==> config.mk <==
export PLATFORM = sky130hd
export DESIGN_NAME = acc_ctrl
export DESIGN_NICKNAME = d
export VERILOG_FILES = /design/src/hw/acc_pkg.sv /design/src/hw/acc_ctrl.sv
export VERILOG_INCLUDE_DIRS = /design/src /design/src/hw
export SDC_FILE = /design/constraint.sdc
export NUM_CORES = 1
export LEC_CHECK = 0
export ABC_CLOCK_PERIOD_IN_PS = 7410
export BUFFER_PORTS_ARGS = -buffer_cell sky130_fd_sc_hd__buf_2
export CORE_MARGIN = 4
export CORE_UTILIZATION = 45
export CTS_BUF_LIST = sky130_fd_sc_hd__clkbuf_4 sky130_fd_sc_hd__clkbuf_8 sky130_fd_sc_hd__clkbuf_16
export DETAILED_ROUTE_END_ITERATION = 8
export PLACE_DENSITY = 0.64
export SKIP_CTS_REPAIR_TIMING = 1
export SYNTH_ARGS = -nofsm -noshare
export SYNTH_HDL_FRONTEND = slang
export SYNTH_SLANG_ARGS = --single-unit
==> constraint.sdc <==
create_clock -name i_clk_sys -period 7.41 [get_ports i_clk_sys]
set_input_delay 1.482 -clock i_clk_sys [delete_from_list [all_inputs] [get_ports i_clk_sys]]
set_output_delay 1.482 -clock i_clk_sys [all_outputs]
set_load 0.02 [all_outputs]
==> src/hw/acc_defines.svh <==
// Register offsets, input select codes, reset values and timing counts of the converter control
`ifndef ACC_DEFINES_SVH
`define ACC_DEFINES_SVH
`define ACC_OFS_SC1 8'h00
`define ACC_OFS_SC2 8'h01
`define ACC_OFS_RESH 8'h02
`define ACC_OFS_RESL 8'h03
`define ACC_OFS_CMPH 8'h04
`define ACC_OFS_CMPL 8'h05
`define ACC_OFS_CFG 8'h06
`define ACC_OFS_PINEN 8'h07
`define ACC_OFS_PER 8'h08
`define ACC_SC1_RST 8'h1f
`define ACC_CODE_PIN_LAST 5'h03
`define ACC_CODE_RSV_LO 5'h16
`define ACC_CODE_RSV_HI 5'h19
`define ACC_CODE_TEMP 5'h1a
`define ACC_CODE_BGAP 5'h1b
`define ACC_CODE_VREFH_LO 5'h1c
`define ACC_CODE_VREFL 5'h1e
`define ACC_CODE_OFF 5'h1f
`define ACC_SAMPLE_SHORT 5'h04
`define ACC_SAMPLE_LONG 5'h18
`define ACC_SETTLE_TICKS 2'h3
`define ACC_PER_BASE 4'h5
`define ACC_LF_HZ 32000
`define ACC_CLK_HZ 200000000
`endif

==> src/hw/acc_pkg.sv <==
// Types shared by the converter control block
package acc_pkg;
   typedef enum logic [1:0] {
      ACC_ST_IDLE = 2'b00,
      ACC_ST_WAIT = 2'b01,
      ACC_ST_SAMPLE = 2'b10,
      ACC_ST_STEP = 2'b11
   } acc_state_e;
   typedef enum logic [1:0] {
      ACC_PM_RUN = 2'b00,
      ACC_PM_WAIT = 2'b01,
      ACC_PM_STOP3 = 2'b10,
      ACC_PM_STOPX = 2'b11
   } acc_pmode_e;
   // One-hot source selection towards the analog multiplexer
   typedef struct packed {
      logic [3:0] pin;
      logic gnd;
      logic temp;
      logic bgap;
      logic vrefh;
   } acc_src_s;
   // Register bus request
   typedef struct packed {
      logic [7:0] addr;
      logic [7:0] wdata;
      logic wr;
      logic rd;
   } acc_bus_s;
endpackage

==> src/hw/acc_ctrl.sv <==
// Converter control: input select decode, clock choice, periodic trigger, SAR sequencer
`timescale 1ns/100ps
`default_nettype none
`include "acc_defines.svh"
module acc_ctrl
   import acc_pkg::*;
#(
   parameter int LF_DIV = `ACC_CLK_HZ / `ACC_LF_HZ,
   parameter int ASYNC_DIV = 100
) (
   // Clock and reset
   input wire logic i_clk_sys,
   input wire logic i_rst_n,
   // Register bus
   input wire acc_bus_s i_bus,
   output logic [7:0] o_rdata,
   // Analog front end
   input wire logic i_cmp_above,
   output logic [9:0] o_dac_code,
   output logic o_sample,
   output logic o_conv_on,
   output logic o_low_power,
   output acc_src_s o_src,
   output logic [3:0] o_pin_analog_en,
   // System context
   input wire logic i_ext_ref_clk,
   input wire acc_pmode_e i_pmode,
   input wire logic i_bandgap_buffer_enable,
   input wire logic i_lowvolt_detect_stop_enable,
   // Events
   output logic o_conv_irq,
   output logic o_cmp_irq
);
   // Tick counters are 16 and 8 bits wide, so larger dividers cannot be served
   if (LF_DIV < 2 || LF_DIV > 65536 || ASYNC_DIV < 1 || ASYNC_DIV > 256) begin : g_bad_div
      $error("acc_ctrl: divider parameters out of range");
   end

   // ----------------------------------------------------------------
   // Registers
   // ----------------------------------------------------------------
   logic conv_done_flag_r;
   logic aien_r, adco_r;
   logic [4:0] input_select_code_r;
   logic hw_trig_en_r, cmp_en_r, cmp_ge_r;
   logic [9:0] result_r, cmp_val_r;
   logic low_power_r, long_sample_r, mode10_r;
   logic [1:0] clk_div_r, clk_src_r;
   logic [3:0] pin_enable_reg_r;
   logic per_src_ext_r;
   logic [2:0] periodic_rate_select_r;
   acc_state_e state_r;
   logic [9:0] sar_r;
   logic [3:0] bit_r;
   logic [4:0] cnt_r;
   logic cmp_true_r;

   wire logic wr_sc1 = i_bus.wr && i_bus.addr == `ACC_OFS_SC1;
   wire logic rd_resl = i_bus.rd && i_bus.addr == `ACC_OFS_RESL;
   logic finish;
   logic conversion_trigger_in;

   // Control and configuration writes
   always_ff @(posedge i_clk_sys or negedge i_rst_n) begin
      if (!i_rst_n) begin
         aien_r <= 1'b0;
         adco_r <= 1'b0;
         input_select_code_r <= 5'(`ACC_SC1_RST);
         hw_trig_en_r <= 1'b0;
         cmp_en_r <= 1'b0;
         cmp_ge_r <= 1'b0;
         cmp_val_r <= 10'h000;
         low_power_r <= 1'b0;
         long_sample_r <= 1'b0;
         mode10_r <= 1'b0;
         clk_div_r <= 2'h0;
         clk_src_r <= 2'h0;
         pin_enable_reg_r <= 4'h0;
         per_src_ext_r <= 1'b0;
         periodic_rate_select_r <= 3'h0;
      end else if (i_bus.wr) begin
         unique case (i_bus.addr)
            `ACC_OFS_SC1: begin
               aien_r <= i_bus.wdata[6];
               adco_r <= i_bus.wdata[5];
               input_select_code_r <= i_bus.wdata[4:0];
            end
            `ACC_OFS_SC2: begin
               hw_trig_en_r <= i_bus.wdata[6];
               cmp_en_r <= i_bus.wdata[5];
               cmp_ge_r <= i_bus.wdata[4];
            end
            `ACC_OFS_CMPH: cmp_val_r[9:8] <= i_bus.wdata[1:0];
            `ACC_OFS_CMPL: cmp_val_r[7:0] <= i_bus.wdata;
            `ACC_OFS_CFG: begin
               low_power_r <= i_bus.wdata[7];
               clk_div_r <= i_bus.wdata[6:5];
               long_sample_r <= i_bus.wdata[4];
               mode10_r <= i_bus.wdata[3];
               clk_src_r <= i_bus.wdata[1:0];
            end
            `ACC_OFS_PINEN: pin_enable_reg_r <= i_bus.wdata[3:0];
            `ACC_OFS_PER: begin
               per_src_ext_r <= i_bus.wdata[4];
               periodic_rate_select_r <= i_bus.wdata[2:0];
            end
            default: ;
         endcase
      end
   end

   // Done flag: completion wins over a same-cycle low byte read
   always_ff @(posedge i_clk_sys or negedge i_rst_n) begin
      if (!i_rst_n) begin
         conv_done_flag_r <= 1'b0;
      end else if (wr_sc1) begin
         conv_done_flag_r <= 1'b0;
      end else if (finish && (!cmp_en_r || cmp_true_r)) begin
         conv_done_flag_r <= 1'b1;
      end else if (rd_resl) begin
         conv_done_flag_r <= 1'b0;
      end
   end

   // Read data stand one cycle after the strobe
   always_ff @(posedge i_clk_sys or negedge i_rst_n) begin
      if (!i_rst_n) begin
         o_rdata <= 8'h00;
      end else if (i_bus.rd) begin
         unique case (i_bus.addr)
            `ACC_OFS_SC1: o_rdata <= {conv_done_flag_r, aien_r, adco_r, input_select_code_r};
            `ACC_OFS_SC2: o_rdata <= {state_r != ACC_ST_IDLE, hw_trig_en_r, cmp_en_r,
                                      cmp_ge_r, 4'h0};
            `ACC_OFS_RESH: o_rdata <= mode10_r ? {6'h00, result_r[9:8]} : 8'h00;
            `ACC_OFS_RESL: o_rdata <= mode10_r ? result_r[7:0] : result_r[9:2];
            `ACC_OFS_CMPH: o_rdata <= {6'h00, cmp_val_r[9:8]};
            `ACC_OFS_CMPL: o_rdata <= cmp_val_r[7:0];
            `ACC_OFS_CFG: o_rdata <= {low_power_r, clk_div_r, long_sample_r, mode10_r,
                                      1'b0, clk_src_r};
            `ACC_OFS_PINEN: o_rdata <= {4'h0, pin_enable_reg_r};
            `ACC_OFS_PER: o_rdata <= {3'h0, per_src_ext_r, 1'b0, periodic_rate_select_r};
            default: o_rdata <= 8'h00;
         endcase
      end
   end

   // ----------------------------------------------------------------
   // Pin synchronisers
   // ----------------------------------------------------------------
   logic cmp_s1_r, cmp_s2_r, ref_s1_r, ref_s2_r, ref_s3_r;
   always_ff @(posedge i_clk_sys or negedge i_rst_n) begin
      if (!i_rst_n) begin
         cmp_s1_r <= 1'b0;
         cmp_s2_r <= 1'b0;
         ref_s1_r <= 1'b0;
         ref_s2_r <= 1'b0;
         ref_s3_r <= 1'b0;
      end else begin
         cmp_s1_r <= i_cmp_above;
         cmp_s2_r <= cmp_s1_r;
         ref_s1_r <= i_ext_ref_clk;
         ref_s2_r <= ref_s1_r;
         ref_s3_r <= ref_s2_r;
      end
   end

   // ----------------------------------------------------------------
   // Periodic wakeup counter and hardware trigger
   // ----------------------------------------------------------------
   logic [15:0] lf_cnt_r, per_cnt_r;
   logic lf_tick;
   wire logic stop_any = i_pmode == ACC_PM_STOP3 || i_pmode == ACC_PM_STOPX;
   // Internal low-frequency tick keeps running in the third stop mode
   always_ff @(posedge i_clk_sys or negedge i_rst_n) begin
      if (!i_rst_n) begin
         lf_cnt_r <= 16'h0000;
      end else if (lf_tick) begin
         lf_cnt_r <= 16'h0000;
      end else begin
         lf_cnt_r <= lf_cnt_r + 16'h0001;
      end
   end
   assign lf_tick = lf_cnt_r == 16'(LF_DIV - 1);

   // The deepest stop mode (stopx) halts the counter; run, wait and stop3 keep it
   wire logic per_tick = (per_src_ext_r ? (ref_s2_r && !ref_s3_r) : lf_tick)
                         && i_pmode != ACC_PM_STOPX;
   wire logic [15:0] per_last = 16'((17'h00001 << (periodic_rate_select_r + `ACC_PER_BASE)) - 1);
   wire logic per_ovf = per_tick && periodic_rate_select_r != 3'h0 && per_cnt_r == per_last;
   always_ff @(posedge i_clk_sys or negedge i_rst_n) begin
      if (!i_rst_n) begin
         per_cnt_r <= 16'h0000;
      end else if (periodic_rate_select_r == 3'h0 || per_ovf) begin
         per_cnt_r <= 16'h0000;
      end else if (per_tick) begin
         per_cnt_r <= per_cnt_r + 16'h0001;
      end
   end
   assign conversion_trigger_in = hw_trig_en_r && per_ovf;

   // ----------------------------------------------------------------
   // Conversion clock enable
   // ----------------------------------------------------------------
   logic half_r;
   logic [7:0] async_cnt_r;
   logic [2:0] div_cnt_r;
   logic src_tick, conv_tick;
   wire logic async_tick = async_cnt_r == 8'(ASYNC_DIV - 1);
   always_ff @(posedge i_clk_sys or negedge i_rst_n) begin
      if (!i_rst_n) begin
         half_r <= 1'b0;
         async_cnt_r <= 8'h00;
      end else begin
         half_r <= !half_r;
         async_cnt_r <= async_tick ? 8'h00 : async_cnt_r + 8'h01;
      end
   end
   // Bus clock sources are gated off in stop; only the local clock survives there
   always_comb begin
      unique case (clk_src_r)
         2'h0: src_tick = !stop_any;
         2'h1: src_tick = !stop_any && half_r;
         2'h2: src_tick = 1'b0;
         2'h3: src_tick = async_tick;
      endcase
   end
   // Further division trades speed for power
   always_ff @(posedge i_clk_sys or negedge i_rst_n) begin
      if (!i_rst_n) begin
         div_cnt_r <= 3'h0;
      end else if (state_r == ACC_ST_IDLE) begin
         div_cnt_r <= 3'h0;
      end else if (src_tick) begin
         div_cnt_r <= conv_tick ? 3'h0 : div_cnt_r + 3'h1;
      end
   end
   assign conv_tick = src_tick && div_cnt_r == 3'((4'h1 << clk_div_r) - 4'h1);

   // ----------------------------------------------------------------
   // Successive approximation sequencer
   // ----------------------------------------------------------------
   wire logic disabled = input_select_code_r == `ACC_CODE_OFF;
   wire logic may_run = i_pmode != ACC_PM_STOPX &&
                        (i_pmode != ACC_PM_STOP3 || i_lowvolt_detect_stop_enable);
   wire logic [4:0] sample_len = long_sample_r ? `ACC_SAMPLE_LONG : `ACC_SAMPLE_SHORT;
   wire logic [9:0] cmp_res = mode10_r ? sar_r : {2'h0, sar_r[9:2]};
   wire logic [9:0] cmp_ref = mode10_r ? cmp_val_r : {2'h0, cmp_val_r[7:0]};
   wire logic last_step = state_r == ACC_ST_STEP && conv_tick &&
                          cnt_r[1:0] == `ACC_SETTLE_TICKS - 2'h1 && bit_r == 4'h0;
   assign finish = last_step && may_run;

   always_comb begin
      cmp_true_r = cmp_ge_r ? (cmp_res >= cmp_ref) : (cmp_res < cmp_ref);
      if (last_step && !cmp_s2_r) begin
         cmp_true_r = cmp_ge_r ? ({cmp_res[9:1], 1'b0} >= cmp_ref)
                               : ({cmp_res[9:1], 1'b0} < cmp_ref);
         if (!mode10_r) begin
            cmp_true_r = cmp_ge_r ? (cmp_res >= cmp_ref) : (cmp_res < cmp_ref);
         end
      end
   end

   always_ff @(posedge i_clk_sys or negedge i_rst_n) begin
      if (!i_rst_n) begin
         state_r <= ACC_ST_IDLE;
         sar_r <= 10'h000;
         bit_r <= 4'h0;
         cnt_r <= 5'h00;
      end else if (wr_sc1) begin
         // A write aborts; a new one starts, or waits for the hardware trigger, unless the converter is switched off
         cnt_r <= 5'h00;
         if (i_bus.wdata[4:0] == `ACC_CODE_OFF) begin
            state_r <= ACC_ST_IDLE;
         end else if (hw_trig_en_r) begin
            state_r <= ACC_ST_WAIT;
         end else begin
            state_r <= ACC_ST_SAMPLE;
         end
      end else if (may_run) begin
         unique case (state_r)
            ACC_ST_IDLE: ;
            ACC_ST_WAIT: begin
               if (conversion_trigger_in && !disabled) begin
                  state_r <= ACC_ST_SAMPLE;
                  cnt_r <= 5'h00;
               end
            end
            ACC_ST_SAMPLE: begin
               if (conv_tick) begin
                  cnt_r <= cnt_r + 5'h01;
                  if (cnt_r == sample_len - 5'h01) begin
                     state_r <= ACC_ST_STEP;
                     sar_r <= 10'h200;
                     bit_r <= 4'h9;
                     cnt_r <= 5'h00;
                  end
               end
            end
            ACC_ST_STEP: begin
               // Wait a few ticks so the synchronised comparator reflects this trial
               if (conv_tick) begin
                  cnt_r <= cnt_r + 5'h01;
                  if (cnt_r[1:0] == `ACC_SETTLE_TICKS - 2'h1) begin
                     cnt_r <= 5'h00;
                     if (!cmp_s2_r) begin
                        sar_r[bit_r] <= 1'b0;
                     end
                     if (bit_r != 4'h0) begin
                        sar_r[bit_r - 4'h1] <= 1'b1;
                        bit_r <= bit_r - 4'h1;
                     end else if (adco_r) begin
                        state_r <= hw_trig_en_r ? ACC_ST_WAIT : ACC_ST_SAMPLE;
                     end else begin
                        state_r <= ACC_ST_IDLE;
                     end
                  end
               end
            end
         endcase
      end
   end

   // Latch the finished code; reserved codes land here too, unchecked
   always_ff @(posedge i_clk_sys or negedge i_rst_n) begin
      if (!i_rst_n) begin
         result_r <= 10'h000;
      end else if (finish) begin
         result_r <= cmp_s2_r ? sar_r : {sar_r[9:1], 1'b0};
      end
   end

   // ----------------------------------------------------------------
   // Input select decode and analog controls
   // ----------------------------------------------------------------
   always_comb begin
      o_src = '0;
      if (input_select_code_r <= `ACC_CODE_PIN_LAST) begin
         o_src.pin[input_select_code_r[1:0]] = pin_enable_reg_r[input_select_code_r[1:0]];
      end else if (input_select_code_r >= `ACC_CODE_RSV_LO &&
                   input_select_code_r <= `ACC_CODE_RSV_HI) begin
         o_src = '0;
      end else if (input_select_code_r == `ACC_CODE_TEMP) begin
         o_src.temp = 1'b1;
      end else if (input_select_code_r == `ACC_CODE_BGAP) begin
         o_src.bgap = 1'b1;
      end else if (input_select_code_r >= `ACC_CODE_VREFH_LO &&
                   input_select_code_r < `ACC_CODE_VREFL) begin
         o_src.vrefh = 1'b1;
      end else if (!disabled) begin
         o_src.gnd = 1'b1;
      end
   end

   assign o_pin_analog_en = pin_enable_reg_r;
   assign o_dac_code = sar_r;
   assign o_sample = state_r == ACC_ST_SAMPLE;
   assign o_conv_on = (state_r == ACC_ST_SAMPLE || state_r == ACC_ST_STEP) && !disabled;
   assign o_low_power = low_power_r;
   assign o_conv_irq = conv_done_flag_r && aien_r;
   assign o_cmp_irq = conv_done_flag_r && aien_r && cmp_en_r;
   wire logic unused_ok = i_bandgap_buffer_enable;
endmodule
`default_nettype wire

[Word-level counts from Yosys, hierarchy flattened]
Cells that the tools add are included.
Storage, ports and cells
  RAM bits: 0
  bits in registers: 124
  bits in read-only memories: 0
  output and inout port bits: 35
  bits in latches: 0
  memories kept: 0
Operators by class
  bitwise gates (word level): 5
  muxes and demuxes: 81
  eq/ne operators: 39
  shifts and indexed selects: 2
  add/sub/neg operators: 10
  reductions and logical operators: 61
  $lt $le $gt $ge: 15
  divide/modulo/power cells: 0
  $mul: 0
Operators with widths (count)
  10-bit two-way mux: 13
  8-bit one-hot mux with 9 select lines: 1
  16-bit two-way mux: 3
  5-bit two-way mux: 8
  16-bit by 1-bit adder with 16-bit output (second input constant): 2
  8-bit by 3-bit == test with 1-bit output (second input constant): 4
  4-bit two-way mux: 8
  2-bit two-way mux: 13
  1-bit logical AND: 25
  1-bit two-way mux: 21
  5-bit == test (second input constant): 4
  10-bit >= comparator: 2
  10-bit less-than comparator: 2
  10-bit one-hot mux with 2 select lines: 1
  16-bit by 13-bit == test with 1-bit output (second input constant): 1
  16-bit == test: 1
  8-bit by 2-bit == test with 1-bit output (second input constant): 2
  8-bit two-way mux: 2
  8-bit AND reduction: 2
  1-bit by 4-bit << shifter with 16-bit output (first input constant): 1
  16-bit by 1-bit subtractor with 16-bit output (second input constant): 1
  5-bit one-hot mux with 3 select lines: 1
  2-bit == test (second input constant): 7
  2-bit AND reduction: 7
  other kinds (50): 81

[Depth between registers and ports, before layout]
  word-level depth: 17
  depth in mapped cells: 12
  depth with buffers taken out: 9

[Least setup slack after synthesis]
OpenSTA, ideal clock, no wires.
  path kind: input to register
  start: in i_bus[15] (netlist name)
  end: reg clk_div_r[0]
  data arrival time: 3183 ps
  library setup time: 125 ps
  path slack: 4102 ps
  stages: 5
  buffers on the path: 1
  cell sequence: or4_1 nor3_1 and2_1 buf_2 mux2_2
Between the ends
  longest elaborated chain between the ends: 2
RTL lines
  start: declaration: RTL line acc_ctrl.sv:15  | input wire acc_bus_s i_bus,
  8-bit by 3-bit == test with 1-bit output: RTL line acc_ctrl.sv:82  | unique case (i_bus.addr)
  2-bit AND reduction (no line)
  end signal: assignment: RTL line acc_ctrl.sv:97  | clk_div_r <= i_bus.wdata[6:5];
  end: declaration: RTL line acc_ctrl.sv:48  | logic [1:0] clk_div_r, clk_src_r;
No other way between the ends.
A chain may end at the register's enable or synchronous reset.

[Final worst setup path]
  start: in i_bus[15] (netlist name)
  end: reg sar_r[8], in the netlist o_dac_code[8]
Between the ends
  longest elaborated chain between the ends: 4
RTL lines
  8-bit logical NOT
  1-bit logical AND (no line)
  1-bit inverter (no line)
  7-bit AND reduction (no line)
  end signal: assignment: RTL line acc_ctrl.sv:266  | sar_r <= 10'h000;
  end signal: assignment: RTL line acc_ctrl.sv:293  | sar_r <= 10'h200;
  end signal: indexed assignment: RTL line acc_ctrl.sv:306  | sar_r[bit_r] <= 1'b0;
  end: declaration: RTL line acc_ctrl.sv:53  | logic [9:0] sar_r;
No other way between the ends.

==> impl_metrics.tcl <==
set metrics [dict create \
    status "finished clean" \
    fin_nets 848 \
    instances_no_fill 1021 \
    fin_skew_ns 0.00965 \
    die_area_mm2 0.0179 \
    seq_power_share 0.431 \
    worstHoldPathType "register to register" \
    drt_pass1_iterations 7 \
    n_antenna_cell 0 \
    start_util 0.463 \
    synthArstFlopShare 1.00 \
    grt_use_met2 0.336 \
    drtIter0Drc 551 \
    area_delta_synth_final_pct 14.5 \
    maxSlewHeadroom 0.390 \
    cp.arrival_ns 4.06 \
    tightest_slew_ns 0.912 \
    grt_pass1_vias 5758 \
    multiInputGateArea_mm2 0.00377 \
    cts_max_level 4 \
    post-route-drc-count 0 \
    synth_warnings 0 \
    cts_buffers 17 \
    ys_top_cells_by_area "dfrtp_1 (42%), mux2_2 (7.9%), nand2_1 (4.4%), ha_1 (4.4%), nor2_1 (3.6%)" \
    worstSetupPathType "input port to register" \
    hold_viol 0 \
    cts_tree "built" \
    drive_gt1_frac 0.200 \
    power.internal_mw 1.23 \
    drv_cap 0 \
    clkPwrFrac 0.499 \
    final_util 0.531 \
    clockBufferDepth 2 \
    placed_area_mm2 0.00757 \
    root_buffer "clkbuf_16" \
    syn_inst 747 \
    syn_area_mm2 0.00712 \
    post-dp-hpwl_mm 13.4 \
    setup_viol 0 \
    top_usage_layer "met2" \
    grt_max_degree 66 \
    syn_area_per_cell_um2 9.54 \
    wl_mm 18.4 \
    power_mw 1.67 \
    worstPathRequired_ns 7.72 \
    timing.final.ws_setup_ns 3.66 \
    period_minus_slack_ns 3.75 \
    clkSlewWorstSetupHoldPaths_ns 0.06 \
    synth_edf_count 0 \
    post-place-cells 989 \
    fp.dieW_um 134 \
    clock_insertion_delay_worst_skew_ns 0.42 \
    clock_sinks 124 \
    tns_ns 0 \
    grt_util_met3 0.0499 \
    peakVddDrop_v 0.000178 \
    grtUsageMet1 0.298 \
    drv_slew 0 \
    p_leak_nw 3.59 \
    wl_per_cell_um 18.0 \
    port_buffers 59 \
    dp_slack_ns 3.24 \
    core-area_mm2 0.0154 \
    vias 5808 \
    holdWs_ns 0.352 \
    cp-start-kind "input port" \
    cellPowerDensity_mw_per_mm2 205 \
    fin_area_mm2 0.00816 \
    via_per_inst 5.69 \
    yosys.area.top_type "dfrtp_1" \
    critPathCaptureType "register" \
    regArea_mm2 0.00311 \
    gr-total-overflow 0 \
    antenna_found_initial 0 \
    post-route-period-util 0.506 \
    grt_pass1_wl_mm 30.5 \
    cp_max_fo 15 \
    fill_cells 1391 \
    gp_congestion 0.870 \
    die_height_um 134 \
    fmax_mhz 267 \
    synth_top_area_share 0.418 \
    ys_types 71 \
    rsz0062_at_grt "no" \
    p_sw_mw 0.437 \
    ioPinCount 61 \
    postRouteAntennaNets 0 \
    p_sw_frac 0.261 \
    ys.flop_type "dfrtp_1" \
    yosysSeqAreaShare 0.437 \
    p_comb_frac 0.069 \
    grt_usage 0.214 \
    rows 45 \
    ys_ff_latch 124 \
]
-- worst max-delay path: stages --
cell and delay (ns):
buf_2 0.11, or4_1 0.60, nor3_2 0.38, nand3_1 0.57, o2111ai_2 0.53, nor2_2 0.13
a31o_1 0.25
-- power by group through the flow --
stage	sequential [mW]	clock [mW]	combinational [mW]
5_1_grt	0.724	0.881	0.130
3_3_place_gp	0.732	0	0.113
2_1_floorplan	0.721	0	0.0759
6_report	0.721	0.835	0.116
3_5_place_dp	0.733	0	0.116
4_1_cts	0.721	0.845	0.117
-- cells in the mapped netlist, drive strengths merged (8+ instances only) --
master	number
clkbuf	18
o21ai	39
and3	18
dfrtp	119
mux2i	9
ha	25
a222oi	8
nor2b	8
and2	11
a21oi	25
nor2	70
xor2	9
mux2	50
nor3	27
nand3	42
nand2	85
buf	12
inv	31
xnor2	29
-- sequential cells by signal, summed over array words and instances, names as in the netlist, 3 cells and up --
register	cells
async_cnt_r	8
o_rdata	8
input_select_code_r	5
periodic_rate_select_r	3
cmp_val_r	10
o_pin_analog_en	4
div_cnt_r	3
cnt_r	5
bit_r	4
lf_cnt_r	16
result_r	10
o_dac_code	10
per_cnt_r	16
-- layer usage --
metal  part of all wire  vias up
li1                   -     2774
met1               0.46     2859
met2               0.48      154
met3              0.048       21
met4              0.015        0
met5                  0        -
-- final timing paths --
path / to / cells past startpoint / from / slack, ns
max in group asynchronous: per_cnt_r[2] / 2 / i_rst_n / 4.96
min in group asynchronous: o_rdata[1] / 1 / i_rst_n / 1.14
hold reg to reg: cmp_s2_r / 0 / cmp_s1_r / 0.35
setup / recovery: o_dac_code[8] / 7 / i_bus[15] / 3.66
hold / removal: cmp_s2_r / 0 / cmp_s1_r / 0.35
setup reg to reg: conv_done_flag_r / 9 / mode10_r / 4.46
-- layout make-up --
cell class                      count  share of cell area
Tap cell                          211              0.0324
Clock inverter                     15              0.0201
Sequential cell                   124               0.381
Inverter                           31              0.0143
Multi-Input combinational cell    563               0.462
Clock buffer                       17              0.0522
Timing Repair Buffer               60              0.0374
-- cells by family after synthesis --
group / share of synthesized area
mux: 0.0917
xor+xnor: 0.0467
buf+inv: 0.0346
other cells: 0.000526
simple gates: 0.214
fa+ha+maj: 0.0439
compound gates: 0.132
flops: 0.437
-- cells in the final DEF (no fill, tap or decap), types with 3 or more instances in the layout --
master	instances
dfrtp_1	119
nand2_1	84
nor2_1	69
buf_2	58
mux2_2	50
nand3_1	42
inv_1	31
xnor2_1	29
nor3_1	26
o21ai_0	26
a21oi_1	25
ha_1	25
and3_1	18
clkbuf_16	17
o21ai_1	13
and2_1	10
xor2_1	9
mux2i_1	9
nor2b_1	8
a222oi_1	8
nor3b_1	6
or3_1	6
o211ai_1	6
o31ai_1	6
a31oi_1	6
a21o_1	5
nand4_1	5
o22ai_1	5
inv_6	5
clkinvlp_4	5
dfstp_2	5
nor4_1	4
nand3b_1	4
a22oi_1	4
nor4b_1	3
and4_1	3
or4_1	3
o22a_1	3
Power figures use the tool's default switching activity.
